## config.mk

```make
export PLATFORM = sky130hd
export DESIGN_NAME = spi_master_slave_engine
export DESIGN_NICKNAME = d
export VERILOG_FILES = /design/src/common/spi_engine_pkg.sv /design/src/logic/spi_master_slave_engine.sv /design/src/logic/spe_sync.sv
export VERILOG_INCLUDE_DIRS = /design/src /design/src/common
export SDC_FILE = /design/constraint.sdc
export NUM_CORES = 1
export LEC_CHECK = 0
export BUFFER_PORTS_ARGS = -buffer_cell sky130_fd_sc_hd__buf_2
export CORE_UTILIZATION = 58
export CTS_BUF_LIST = sky130_fd_sc_hd__clkbuf_16
export CTS_CLUSTER_SIZE = 40
export DETAILED_ROUTE_END_ITERATION = 8
export PLACE_DENSITY = 0.89
export SKIP_LAST_GASP = 1
export SLEW_MARGIN = 20
export SYNTH_ARGS = -nofsm -noshare
export SYNTH_HDL_FRONTEND = slang
export SYNTH_SLANG_ARGS = --single-unit
```

## constraint.sdc

```tcl
create_clock -name ref_clk_i -period 5.8 [get_ports ref_clk_i]
set_input_delay 1.16 -clock ref_clk_i [delete_from_list [all_inputs] [get_ports ref_clk_i]]
set_output_delay 1.16 -clock ref_clk_i [all_outputs]
set_load 0.05 [all_outputs]
```

## src/common/spi_engine_cfg.svh

```systemverilog
/*
 * Constants of the byte-wide SPI engine: select modes, reset values, flag positions and counts.
 * Assumes inclusion by bare name from the engine files.
 */
`ifndef SPI_ENGINE_CFG_SVH
`define SPI_ENGINE_CFG_SVH

`define SPE_MODE_3WIRE   2'h0
`define SPE_MODE_4IN     2'h1
`define SPE_MODE_RST     2'h1
`define SPE_RATE_RST     8'h04
`define SPE_LAST_EDGE    4'hf
`define SPE_FLG_DONE     0
`define SPE_FLG_WRITE_COLLISION_FLAG     1
`define SPE_FLG_MODE_FAULT_FLAG     2
`define SPE_FLG_OVR      3
`define SPE_SYNC_WIDTH   4

`endif

```

## src/common/spi_engine_pkg.sv

```systemverilog
/*
 * Types of the byte-wide SPI engine: control word, sticky flags, pin drive and master states.
 * Assumes nothing beyond a SystemVerilog compiler.
 */
package spi_engine_pkg;

    typedef struct packed {
        logic       unit_enable;
        logic       master_enable;
        logic [1:0] select_mode;
        logic       clock_idle_level;
        logic       clock_phase;
        logic [7:0] rate;
    } control_word_s;

    typedef struct packed {
        logic overrun;
        logic mode_fault;
        logic write_collision_flag;
        logic done;
    } flags_s;

    typedef struct packed {
        logic sck_o;
        logic sck_oe;
        logic mosi_o;
        logic mosi_oe;
        logic miso_o;
        logic miso_oe;
        logic nss_o;
        logic nss_oe;
        logic nss_mapped;
    } pins_s;

    typedef enum logic [1:0] {
        ST_IDLE  = 2'b01,
        ST_SHIFT = 2'b10
    } master_state_e;

endpackage : spi_engine_pkg

```

## src/logic/spi_master_slave_engine.sv

```systemverilog
/*
 * Byte-wide full-duplex SPI engine acting as master or slave, with double-buffered
 * transmit, receive buffer, sticky flags and four slave-select configurations.
 * Assumes control words and data strokes come from logic on ref_clk_i, and the
 * SPI pins are asynchronous and resolved from the enables by the surroundings.
 */
`timescale 1ns/1ps
`include "spi_engine_cfg.svh"

module spi_master_slave_engine (
    input  wire logic                          ref_clk_i,
    input  wire logic                          reset_i,
    input  wire logic                          clk_en_i,
    input  wire logic                          ctrl_wr_i,
    input  wire spi_engine_pkg::control_word_s ctrl_i,
    input  wire logic [3:0]                    flag_clr_i,
    input  wire logic                          irq_en_i,
    input  wire logic                          data_wr_i,
    input  wire logic [7:0]                    data_wdata_i,
    input  wire logic                          data_rd_i,
    input  wire logic                          sck_i,
    input  wire logic                          mosi_i,
    input  wire logic                          miso_i,
    input  wire logic                          slave_select_n_i,
    output spi_engine_pkg::control_word_s      ctrl_o,
    output spi_engine_pkg::flags_s             flags_o,
    output logic                               irq_o,
    output logic [7:0]                         rx_data_o,
    output logic                               rx_full_o,
    output logic                               tx_full_o,
    output logic                               busy_o,
    output logic                               selected_o,
    output logic                               sck_o,
    output logic                               sck_oe_o,
    output logic                               mosi_o,
    output logic                               mosi_oe_o,
    output logic                               miso_o,
    output logic                               miso_oe_o,
    output logic                               slave_select_n_o,
    output logic                               slave_select_n_oe_o,
    output logic                               slave_select_mapped_o
);

    ////////////////////////////////////////////////////////////////////////////////
    // State.

    spi_engine_pkg::control_word_s ctrl;
    spi_engine_pkg::flags_s        flags;
    spi_engine_pkg::pins_s         pins;
    spi_engine_pkg::master_state_e m_state;
    logic [7:0]                    tx_buf;
    logic                          tx_full;
    logic [7:0]                    sr;
    logic                          sr_empty;
    logic [7:0]                    rx_buf;
    logic                          rx_full;
    logic [3:0]                    edge_cnt;
    logic [7:0]                    div_cnt;
    logic                          sck_lvl;
    logic                          samp;
    logic                          sck_d;
    logic                          nss_d;
    logic                          irq;
    logic [3:0]                    sync_q;
    logic                          busy;
    logic                          sel_out;

    ////////////////////////////////////////////////////////////////////////////////
    // Pin synchronisers.

    spe_sync #(
        .W (`SPE_SYNC_WIDTH)
    ) u_sync (
        .ref_clk_i (ref_clk_i),
        .reset_i   (reset_i),
        .clk_en_i  (clk_en_i),
        .d_i       ({sck_i, mosi_i, miso_i, ~slave_select_n_i}),
        .q_o       (sync_q)
    );

    wire sck_q  = sync_q[3];
    wire mosi_q = sync_q[2];
    wire miso_q = sync_q[1];
    wire nss_q  = ~sync_q[0];

    ////////////////////////////////////////////////////////////////////////////////
    // Decoding.

    wire en       = ctrl.unit_enable;
    wire master   = en & ctrl.master_enable;
    wire slave    = en & ~ctrl.master_enable;
    wire three    = ctrl.select_mode == `SPE_MODE_3WIRE;
    wire four_in  = ctrl.select_mode == `SPE_MODE_4IN;
    wire selected = three | (four_in & ~nss_q);
    wire nss_fall = nss_d & ~nss_q;
    wire m_fault  = master & four_in & ~nss_q;
    wire m_busy   = m_state == spi_engine_pkg::ST_SHIFT;
    wire half_tk  = m_busy & (div_cnt == ctrl.rate);
    wire s_edge   = slave & selected & (sck_q != sck_d);
    wire edge_ev  = master ? half_tk : s_edge;
    wire last_e   = edge_cnt == `SPE_LAST_EDGE;
    wire lead_e   = ~edge_cnt[0];
    wire data_in  = master ? miso_q : mosi_q;
    wire samp_now = edge_ev & (edge_cnt[0] == ctrl.clock_phase);
    wire sh_cpha1 = (lead_e & (edge_cnt != 4'h0)) | last_e;
    wire shift_ok = ctrl.clock_phase ? sh_cpha1 : edge_cnt[0];
    wire shift_nw = edge_ev & shift_ok;
    wire in_bit   = samp_now ? data_in : samp;
    wire [7:0] sr_shifted = {sr[6:0], in_bit};
    wire byte_done = shift_nw & last_e;
    wire xfer_busy = master ? m_busy : (edge_cnt != 4'h0);
    wire load_sr   = en & tx_full & sr_empty & ~xfer_busy & ~m_fault;
    wire start_m   = load_sr & master;
    wire wr_ok     = data_wr_i & ~tx_full;
    wire write_collision_flag_hit  = data_wr_i & tx_full;
    wire ovr_hit   = byte_done & slave & rx_full;
    wire rx_load   = byte_done & ~ovr_hit;
    wire cnt_clear = ~en | (slave & four_in & nss_fall);

    spi_engine_pkg::control_word_s next_ctrl;
    spi_engine_pkg::flags_s        next_flags;
    spi_engine_pkg::pins_s         next_pins;

    always_comb begin
        next_ctrl = ctrl_wr_i ? ctrl_i : ctrl;
        if (m_fault) begin
            next_ctrl.master_enable = 1'b0;
            next_ctrl.unit_enable   = 1'b0;
        end
    end

    // A flag set in the same cycle as its clear stays set.
    always_comb begin
        next_flags            = flags & ~spi_engine_pkg::flags_s'(flag_clr_i);
        next_flags.done       = next_flags.done | byte_done;
        next_flags.write_collision_flag       = next_flags.write_collision_flag | write_collision_flag_hit;
        next_flags.mode_fault = next_flags.mode_fault | m_fault;
        next_flags.overrun    = next_flags.overrun | ovr_hit;
    end

    always_comb begin
        next_pins.sck_o      = sck_lvl;
        next_pins.sck_oe     = master;
        next_pins.mosi_o     = sr[7];
        next_pins.mosi_oe    = master;
        next_pins.miso_o     = sr[7];
        next_pins.miso_oe    = slave & selected;
        next_pins.nss_o      = ctrl.select_mode[0];
        next_pins.nss_oe     = ctrl.select_mode[1];
        next_pins.nss_mapped = ~three;
    end

    ////////////////////////////////////////////////////////////////////////////////
    // Control, flags and buffers.

    always_ff @(posedge ref_clk_i) begin
        if (reset_i) begin
            ctrl             <= '0;
            ctrl.select_mode <= `SPE_MODE_RST;
            ctrl.rate        <= `SPE_RATE_RST;
            flags            <= '0;
            irq              <= 1'b0;
            pins             <= '0;
            busy             <= 1'b0;
            sel_out          <= 1'b0;
        end else if (clk_en_i) begin
            ctrl    <= next_ctrl;
            flags   <= next_flags;
            irq     <= irq_en_i & (|next_flags);
            pins    <= next_pins;
            busy    <= m_busy | (edge_cnt != 4'h0);
            sel_out <= selected;
        end
    end

    always_ff @(posedge ref_clk_i) begin
        if (reset_i) begin
            tx_buf  <= 8'h00;
            tx_full <= 1'b0;
        end else if (clk_en_i) begin
            if (wr_ok) begin
                tx_buf  <= data_wdata_i;
                tx_full <= 1'b1;
            end else if (load_sr) begin
                tx_full <= 1'b0;
            end
        end
    end

    always_ff @(posedge ref_clk_i) begin
        if (reset_i) begin
            rx_buf  <= 8'h00;
            rx_full <= 1'b0;
        end else if (clk_en_i) begin
            if (rx_load) begin
                rx_buf <= sr_shifted;
            end
            rx_full <= rx_load | (rx_full & ~data_rd_i);
        end
    end

    ////////////////////////////////////////////////////////////////////////////////
    // Shift register, edge counter and master clock.

    always_ff @(posedge ref_clk_i) begin
        if (reset_i) begin
            sr       <= 8'h00;
            sr_empty <= 1'b1;
            samp     <= 1'b0;
        end else if (clk_en_i) begin
            if (load_sr) begin
                sr       <= tx_buf;
                sr_empty <= 1'b0;
            end else if (shift_nw) begin
                sr <= sr_shifted;
            end
            if (byte_done) begin
                sr_empty <= 1'b1;
            end
            if (samp_now) begin
                samp <= data_in;
            end
        end
    end

    always_ff @(posedge ref_clk_i) begin
        if (reset_i) begin
            edge_cnt <= 4'h0;
            sck_d    <= 1'b0;
            nss_d    <= 1'b1;
        end else if (clk_en_i) begin
            sck_d <= sck_q;
            nss_d <= nss_q;
            if (cnt_clear || m_fault) begin
                edge_cnt <= 4'h0;
            end else if (edge_ev) begin
                edge_cnt <= edge_cnt + 4'h1;
            end
        end
    end

    always_ff @(posedge ref_clk_i) begin
        if (reset_i) begin
            m_state <= spi_engine_pkg::ST_IDLE;
            div_cnt <= 8'h00;
            sck_lvl <= 1'b0;
        end else if (clk_en_i) begin
            case (m_state)
                spi_engine_pkg::ST_IDLE: begin
                    sck_lvl <= ctrl.clock_idle_level;
                    div_cnt <= 8'h00;
                    if (start_m) begin
                        m_state <= spi_engine_pkg::ST_SHIFT;
                    end
                end
                spi_engine_pkg::ST_SHIFT: begin
                    if (!master || m_fault || byte_done) begin
                        m_state <= spi_engine_pkg::ST_IDLE;
                        sck_lvl <= ctrl.clock_idle_level;
                        div_cnt <= 8'h00;
                    end else if (half_tk) begin
                        sck_lvl <= ~sck_lvl;
                        div_cnt <= 8'h00;
                    end else begin
                        div_cnt <= div_cnt + 8'h01;
                    end
                end
                default: begin
                    m_state <= spi_engine_pkg::ST_IDLE;
                end
            endcase
        end
    end

    ////////////////////////////////////////////////////////////////////////////////
    // Outputs.

    assign ctrl_o                = ctrl;
    assign flags_o               = flags;
    assign irq_o                 = irq;
    assign rx_data_o             = rx_buf;
    assign rx_full_o             = rx_full;
    assign tx_full_o             = tx_full;
    assign busy_o                = busy;
    assign selected_o            = sel_out;
    assign sck_o                 = pins.sck_o;
    assign sck_oe_o              = pins.sck_oe;
    assign mosi_o                = pins.mosi_o;
    assign mosi_oe_o             = pins.mosi_oe;
    assign miso_o                = pins.miso_o;
    assign miso_oe_o             = pins.miso_oe;
    assign slave_select_n_o      = pins.nss_o;
    assign slave_select_n_oe_o   = pins.nss_oe;
    assign slave_select_mapped_o = pins.nss_mapped;

    ////////////////////////////////////////////////////////////////////////////////
    // Checks.

    AST_MOSI_MSB: assert property (@(posedge ref_clk_i) disable iff (reset_i)
        clk_en_i && master |=> mosi_oe_o && mosi_o == $past(sr[7]))
        else $error("Master-out does not follow the shift register MSB.");

    AST_MISO_FLOAT: assert property (@(posedge ref_clk_i) disable iff (reset_i)
        clk_en_i && !en |=> !miso_oe_o)
        else $error("Master-in driven while the unit is disabled.");

    AST_IGNORE_SCK: assert property (@(posedge ref_clk_i) disable iff (reset_i)
        clk_en_i && slave && four_in && nss_q && !ctrl_wr_i |=> $stable(edge_cnt))
        else $error("Bit counter moved while slave not selected.");

    AST_NSS_OUT: assert property (@(posedge ref_clk_i) disable iff (reset_i)
        clk_en_i && ctrl.select_mode[1]
        |=> slave_select_n_oe_o && slave_select_n_o == $past(ctrl.select_mode[0]))
        else $error("Slave-select output does not follow the select mode.");

    AST_FAULT: assert property (@(posedge ref_clk_i) disable iff (reset_i)
        clk_en_i && m_fault
        |=> !ctrl.unit_enable && !ctrl.master_enable && flags.mode_fault)
        else $error("Mode fault did not disable the unit.");

    AST_DONE: assert property (@(posedge ref_clk_i) disable iff (reset_i)
        clk_en_i && byte_done |=> flags.done ##1 !clk_en_i || flags.done
        || $past(flag_clr_i[`SPE_FLG_DONE]))
        else $error("Done flag not set after the last bit.");

    AST_WRITE_COLLISION_FLAG: assert property (@(posedge ref_clk_i) disable iff (reset_i)
        clk_en_i && data_wr_i && tx_full |=> flags.write_collision_flag && tx_buf == $past(tx_buf))
        else $error("Colliding write changed the transmit buffer.");

    AST_OVERRUN: assert property (@(posedge ref_clk_i) disable iff (reset_i)
        clk_en_i && ovr_hit |=> flags.overrun && rx_buf == $past(rx_buf))
        else $error("Overrun byte replaced the unread receive byte.");

    AST_STICKY: assert property (@(posedge ref_clk_i) disable iff (reset_i)
        clk_en_i && flags.write_collision_flag && !flag_clr_i[`SPE_FLG_WRITE_COLLISION_FLAG] |=> flags.write_collision_flag)
        else $error("Write collision flag cleared by hardware.");

endmodule : spi_master_slave_engine

```

## src/logic/spe_sync.sv

```systemverilog
/*
 * Two-flop level synchroniser for a group of pin inputs.
 * Assumes the inputs are asynchronous to ref_clk_i.
 */
`timescale 1ns/1ps

module spe_sync #(
    parameter int W = 4
) (
    input  wire logic         ref_clk_i,
    input  wire logic         reset_i,
    input  wire logic         clk_en_i,
    input  wire logic [W-1:0] d_i,
    output logic      [W-1:0] q_o
);

    logic [W-1:0] stage1;

    // The first stage feeds only the second stage.
    always_ff @(posedge ref_clk_i) begin
        if (reset_i) begin
            stage1 <= '0;
            q_o    <= '0;
        end else if (clk_en_i) begin
            stage1 <= d_i;
            q_o    <= stage1;
        end
    end

endmodule : spe_sync

```

==> reports/qor.csv, run 1 <==
stage,metric,value,unit
timing,Tightest Pin Transition,0.846,ns
timing,RSZ-0062 raised after global routing,false,
drt,routed length per instance,14.9,microns
logic_synthesis,commonest cells in the netlist,"dfxtp_1, nand2_1, nor2_1",
global_routing,vias in the first global route,2910,
logic_synthesis,post-synth top area cell,dfxtp_1,
logic_synthesis,Mapped Avg Cell Area,8.70,sq um
timing,time the worst path needs with I/O delays and setup,2.91,ns
critical_path,CP Launch Type,input port,
place,Final GP Congestion,0.860,
logic_synthesis,leading register cell type out of synthesis,dfxtp_1,
floorplan,die footprint,6570,sq um
drt,total vias in the final route,3137,
place,Detailed Place HPWL,5.80,mm
logic_synthesis,Synth Register Bits,81,
timing,fmax,0.343,GHz
cts,H-Tree Depth,3,
drt,final wirelength,8.34,mm
drt,Pre-antenna DRT Iters,4,
timing,Final setup viols,0,
logic_synthesis,Netlist Area Pre-Place,3630,sq um
floorplan,CORE AREA,5990,sq um
floorplan,Die Wd,81.1,microns
final_layout,Post-layout nets,522,
status,status,"finished, final reports clean",
global_routing,global route overflow,0,
floorplan,die height,81.1,microns
timing,setup_tns,0,ns
place,# port buffers,76,
logic_synthesis,top cell type's share of synthesized area,0.447,
final_layout,Layout area overhead,19.4,%
critical_path,CP Class,in -> reg,
critical_path,worst reg2reg path startpoint,en,
critical_path,Crit path required time,6.01,ns
logic_synthesis,Synth Warn #,0,
logic_synthesis,cell count after synthesis,417,
final_layout,layout cell share with drive strength beyond 1,0.223,
final_layout,Ant. Diodes,0,
critical_path,crit path max fanout,42,
global_routing,initial antenna violation count,0,
cts,clk_lat worst skew,0.34,ns
drt,Final ANT Viol Nets,0,
timing,Final Max Slew Viols,0,
logic_synthesis,ys async rst share,0,
cts,CTS Hold Bufs,0,
cts,Root Driver,clkbuf_16,
cts,cts bufs inserted,9,
hold_path,hold depth,2,
timing,Worst slew margin,0.436,
place,placed cells,544,
drt,drt drc,0,
flow_run,Max Cap Violations,0,
logic_synthesis,library cells used by synthesis,52,
cts,CTS max path bufs,2,
floorplan,# IOs,77,
hold_path,Hold Path Origin,tx_buf[2],
power_and_ir_drop,Cell Pwr Density,309,nW/um^2
global_routing,largest net degree at the start of global routing,46,
global_routing,first-pass GRT wire length,13.3,mm
drt,drt initial violations,184,
logic_synthesis,sequential area share after synthesis,0.447,
timing,Setup Skew,0.00625,ns
critical_path,Worst Setup SP,clk_en_i,
timing,Hold Fails Final Rpt,0,
cts,Post-CTS Setup Repair Bufs,0,
logic_synthesis,number of flops mapped to enable cells by yosys,0,
floorplan,initial core utilization,0.605,
timing,period utilisation layout,0.503,
global_routing,All-Layer GR Usage,0.269,
critical_path,R2R cell count,6,
logic_synthesis,synth top area cells,"dfxtp_1, nand2_1, mux2i_1, nor2_1, a21oi_1",
floorplan,row count,28,
drt,vias per inst,5.60,
critical_path,Critical Path End Type,flip-flop,
cts,cts repair resizes,0,
logic_synthesis,most frequent cell after synthesis,dfxtp_1,
critical_path,critical path arrival,3.12,ns
cts,CTS tree,built,
hold_path,HP Class,reg -> reg,
logic_synthesis,syn_nets,459,
power_and_ir_drop,LEAKAGE,0.00184,uW
cts,register clock-pin slew on the reported worst setup and hold paths,0.06,ns
cts,Sinks on Clock Net,81,
final_layout,Non-Filler Instances,560,
power_and_ir_drop,Peak VDD IR,0.294,mV
[stage by stage]
stage | area [sq um] | setup WS (ns) | hold WS, ns | util | total power [uW]
detailed placement | 3980 | 2.60 | 0.448 | 0.665 | 703
finish | 4330 | 2.89 | 0.455 | 0.722 | 1340
global placement | 3980 | 2.62 | 0.444 | 0.665 | 701
floorplan | 3630 | 3.50 | 0.436 | - | 672
global route | 4330 | 2.73 | 0.477 | 0.722 | 1380
CTS | 4330 | 2.92 | 0.457 | 0.722 | 1340
[metal layers]
| layer | track usage | share of wire | routed length, microns |
|---|---|---|---|
| met2 | 0.429 | 0.48 | 3980 |
| met3 | 0.0607 | 0.054 | 453 |
| met1 | 0.328 | 0.44 | 3640 |
| met4 | 0.168 | 0.032 | 265 |
| met5 | 0 | 0 | 0 |
[registers in the layout, summed over array words and instances, names as in the netlist, 2 cells and up]
signal,cells
ctrl_o,13
div_cnt,8
edge_cnt,4
flags_o,4
m_state,2
rx_data_o,8
sr,8
tx_buf,8
u_sync.q_o,4
u_sync.stage1,4
[worst max-delay path, cell delays in order]
cell and delay, ns:
buf_2 0.08, buf_4 0.40, inv_1 0.35, a2111oi_4 0.74
mux2i_1 0.30, nor2_1 0.07
[cell families (layout without fill, tap and decap cells)]
logic type                 count (synthesis)  after routing  synth area share
AOI/OAI and AO/OA                         75             75             0.150
xor gates and xnor gates                  15             15            0.0362
adders and majority gates                  5              5            0.0173
buffers and inverters                     36            104            0.0466
DFF                                       81             81             0.447
muxes                                     24             24            0.0697
and+or+nand+nor                          181            181             0.233
[power by group]
part	internal (uW)	switching, uW	leakage, uW	total, uW
combinational	34.2	74.2	0.00102	108
clock	420	223	0.000163	643
sequential	571	13.4	0.000658	584
total	1020	311	0.00184	1340
[cells in the final DEF (no fill, tap or decap), types with 3 or more instances in the layout]
cell type | Yosys | final
dfxtp_1 | 81 | 81
buf_2 | 0 | 76
nand2_1 | 74 | 74
nor2_1 | 58 | 58
a21oi_1 | 31 | 31
mux2i_1 | 23 | 23
xor2_1 | 11 | 11
inv_1 | 10 | 10
nor3_1 | 9 | 9
clkbuf_16 | 0 | 9
o21ai_0 | 8 | 8
nand3_1 | 7 | 7
a311oi_1 | 6 | 6
nand3b_1 | 5 | 5
ha_1 | 5 | 5
nand2b_1 | 4 | 4
nor2b_1 | 4 | 4
xnor2_1 | 4 | 4
and2_1 | 4 | 4
a22oi_1 | 4 | 4
a211oi_1 | 4 | 4
a31oi_1 | 3 | 3
bufinv_16 | 0 | 3
[layout make-up]
cell class	instances	area, sq um
Sequential cell	81	1620
Multi-Input combinational cell	300	1840
Fill cell	437	1660
Inverter	10	37.5
Tap cell	75	93.8
Timing Repair Buffer	78	395
Clock buffer	9	225
Clock inverter	7	119
[worst paths after layout]
check	to	slack, ns
hold / removal	tx_buf[2]	0.46
setup / recovery	rx_data_o[5]	2.89
setup reg to reg	rx_data_o[5]	3.13
hold reg to reg	tx_buf[2]	0.46
(Power assumes the default switching activity.)
==> inputs of run 2 (changes only) <==
CORE_UTILIZATION = 49   (was 58)
PLACE_DENSITY = 0.81   (was 0.89)
clock period = 2.45 ns   (was 5.8 ns; I/O delays follow)
==> run 2 against run 1 <==
Net effect:
- core utilization is 9.3 points lower
- critical path type is now reg -> reg
- via count is 0.57% higher
- setup slack got worse by 2.7 ns
- first-iteration DRC count did not move
- clock skew barely moved
==> reports/qor.csv, run 2 (synthesis gave the netlist of run 1 again) <==
stage,metric,value,unit,change
final_layout,Layout fillers,606,,+39%
global_routing,All-Layer GR Usage,0.227,,-0.0418
cts,clk_lat worst skew,0.33,ns,about the same
timing,Worst slew margin,0.637,,+0.200
final_layout,"commonest non-fill, non-tap cell in the layout",dfxtp_1,,
timing,fmax,0.442,GHz,
place,# port buffers,76,,unchanged
floorplan,CORE AREA,6980,sq um,+17%
status,status,"finished, final reports clean",,
cts,CTS tree,built,,
critical_path,Worst Setup SP,edge_cnt[0],,
floorplan,initial core utilization,0.519,,-0.0859
critical_path,Register-to-Register Setup Slack,0.19,ns,-2.94 ns
timing,Final setup viols,0,,unchanged
critical_path,Critical Path End Type,flip-flop,,
global_routing,initial antenna violation count,0,,unchanged
hold_path,Hold Path Origin,slave_select_n_i,,
critical_path,CP endpoint,sr[5],,
critical_path,R2R cell count,9,,+3
place,Final GP Congestion,0.895,,+4.1%
cts,Sinks on Clock Net,81,,unchanged
final_layout,Layout area overhead,21.2,%,
final_layout,area of the multi-input gates,1840,sq um,unchanged
floorplan,# IOs,77,,unchanged
global_routing,largest net degree at the start of global routing,44,,-4.3%
cts,H-Tree Depth,3,,unchanged
power_and_ir_drop,overall power,3010,uW,+130%
drt,final wirelength,8.23,mm,-1.3%
drt,vias per inst,5.35,,-4.5%
timing,setup_tns,0,ns,unchanged
cts,register clock-pin slew on the reported worst setup and hold paths,0.05,ns,about the same
final_layout,Ant. Diodes,0,,unchanged
timing,Tightest Pin Transition,0.545,ns,-0.301 ns
cts,CTS Hold Bufs,0,,unchanged
power_and_ir_drop,Peak VDD IR,0.354,mV,+21%
critical_path,crit path max fanout,15,,-64%
timing,Final Max Slew Viols,0,,unchanged
timing,Hold Fails Final Rpt,0,,unchanged
drt,routed length per instance,13.9,microns,-6.3%
drt,drt drc,0,,unchanged
cts,Root Driver,clkbuf_16,,
flow_run,Max Cap Violations,0,,unchanged
place,Detailed Place HPWL,5.85,mm,+0.87%
power_and_ir_drop,LEAKAGE,0.00188,uW,+2.2%
floorplan,die height,88.0,microns,+8.6%
final_layout,most frequent cells in the layout,"dfxtp_1, buf_2, nand2_1",,
hold_path,HP Class,in -> reg,,
drt,Final ANT Viol Nets,0,,unchanged
critical_path,Crit path required time,2.69,ns,-3.32 ns
final_layout,Post-layout nets,533,,+2.1%
floorplan,row count,30,,+7.1%
timing,Setup Skew,0.00576,ns,-0.000496 ns
final_layout,layout cell share with drive strength beyond 1,0.235,,+0.0121
timing,time the worst path needs with I/O delays and setup,2.26,ns,
final_layout,storage element area,1620,sq um,unchanged
floorplan,Die Wd,88.0,microns,+8.6%
drt,total vias in the final route,3155,,+0.57%
floorplan,die footprint,7750,sq um,+18%
critical_path,critical path arrival,2.50,ns,-0.62 ns
critical_path,CP Launch Type,flip-flop,,
final_layout,number of flip-flops in the largest register,13,,unchanged
timing,period utilisation layout,0.924,,
timing,RSZ-0062 raised after global routing,false,,
cts,CTS max path bufs,2,,unchanged
global_routing,vias in the first global route,2867,,-1.5%
critical_path,worst r2r dst,sr[5],,
drt,drt initial violations,184,,unchanged
global_routing,first-pass GRT wire length,13.6,mm,+2.3%
critical_path,worst reg2reg path startpoint,edge_cnt[0],,
power_and_ir_drop,Cell Pwr Density,685,nW/um^2,+120%
global_routing,global route overflow,0,,unchanged
cts,cts bufs inserted,9,,unchanged
drt,Pre-antenna DRT Iters,4,,unchanged
critical_path,CP Class,reg -> reg,,
==> run 2: cell types whose count changed in the layout (fill, tap and decap cells not counted), sizes merged <==
cell / previous run / this run
clkinvlp: 1 / 0
bufinv: 3 / 2
buf: 78 / 89
==> run 2: cell type report <==
type,count,area share
clock buffer,9,0.0513
clock inverter,5,0.0165
inverter,10,0.00854
multi-input combinational,300,0.418
sequential,81,0.369
tap,96,0.0273
timing repair buffer,89,0.110
==> run 2: layer usage <==
| metal | routed length (microns) | part of all wire | GRT usage | up-vias |
|---|---|---|---|---|
| met5 | 0 | 0 | 0 | - |
| met1 | 3860 | 0.47 | 0.304 | 1454 |
| met2 | 3800 | 0.46 | 0.362 | 103 |
| li1 | - | - | - | 1585 |
| met3 | 454 | 0.055 | 0.0518 | 13 |
| met4 | 109 | 0.013 | 0.0777 | 0 |
==> run 2: worst min-delay path by stage <==
stage	slack (ns)	cells past startpoint	end
after floorplan	0.44	1	sr_empty
final	0.34	2	u_sync.stage1[0]
after detailed placement	0.45	2	tx_buf[0]
after CTS	0.34	2	u_sync.stage1[0]
after global routing	0.34	2	u_sync.stage1[0]
after global placement	0.45	2	tx_buf[2]
==> run 2: what timing repair did <==
action / CTS / global route
gates resized for setup: 0 / 1
setup endpoints to repair: 0 / 4
buffers inserted: 0 / 2
==> run 2: critical path: stages (launching register included) <==
cell,delay (ns)
dfxtp_1,0.38
inv_1,0.13
ha_1,0.16
or3b_4,0.39
mux2i_4,0.19
nand2_4,0.12
a221oi_4,0.30
buf_6,0.19
nor2_1,0.05
a311oi_1,0.25
==> run 2: through the flow <==
| stage | worst slack [ns] | cells | area (sq um) | hold WS [ns] | utilization |
|---|---|---|---|---|---|
| 6_report | 0.187 | 590 | 4390 | 0.343 | 0.629 |
| 3_5_place_dp | 0.154 | 574 | 4080 | 0.450 | 0.584 |
| 4_1_cts | 0.123 | 588 | 4380 | 0.338 | 0.627 |
| 2_1_floorplan | 0.148 | 417 | 3630 | 0.436 | - |
| 3_3_place_gp | 0.263 | 574 | 4080 | 0.447 | 0.584 |
| 5_1_grt | 0.000633 | 590 | 4390 | 0.342 | 0.629 |
==> run 2: power breakdown <==
part	leakage [uW]	internal, uW	switching, uW
Sequential	0.000658	1350	29.8
Clock	0.000146	871	492
Combinational	0.00108	85.7	180
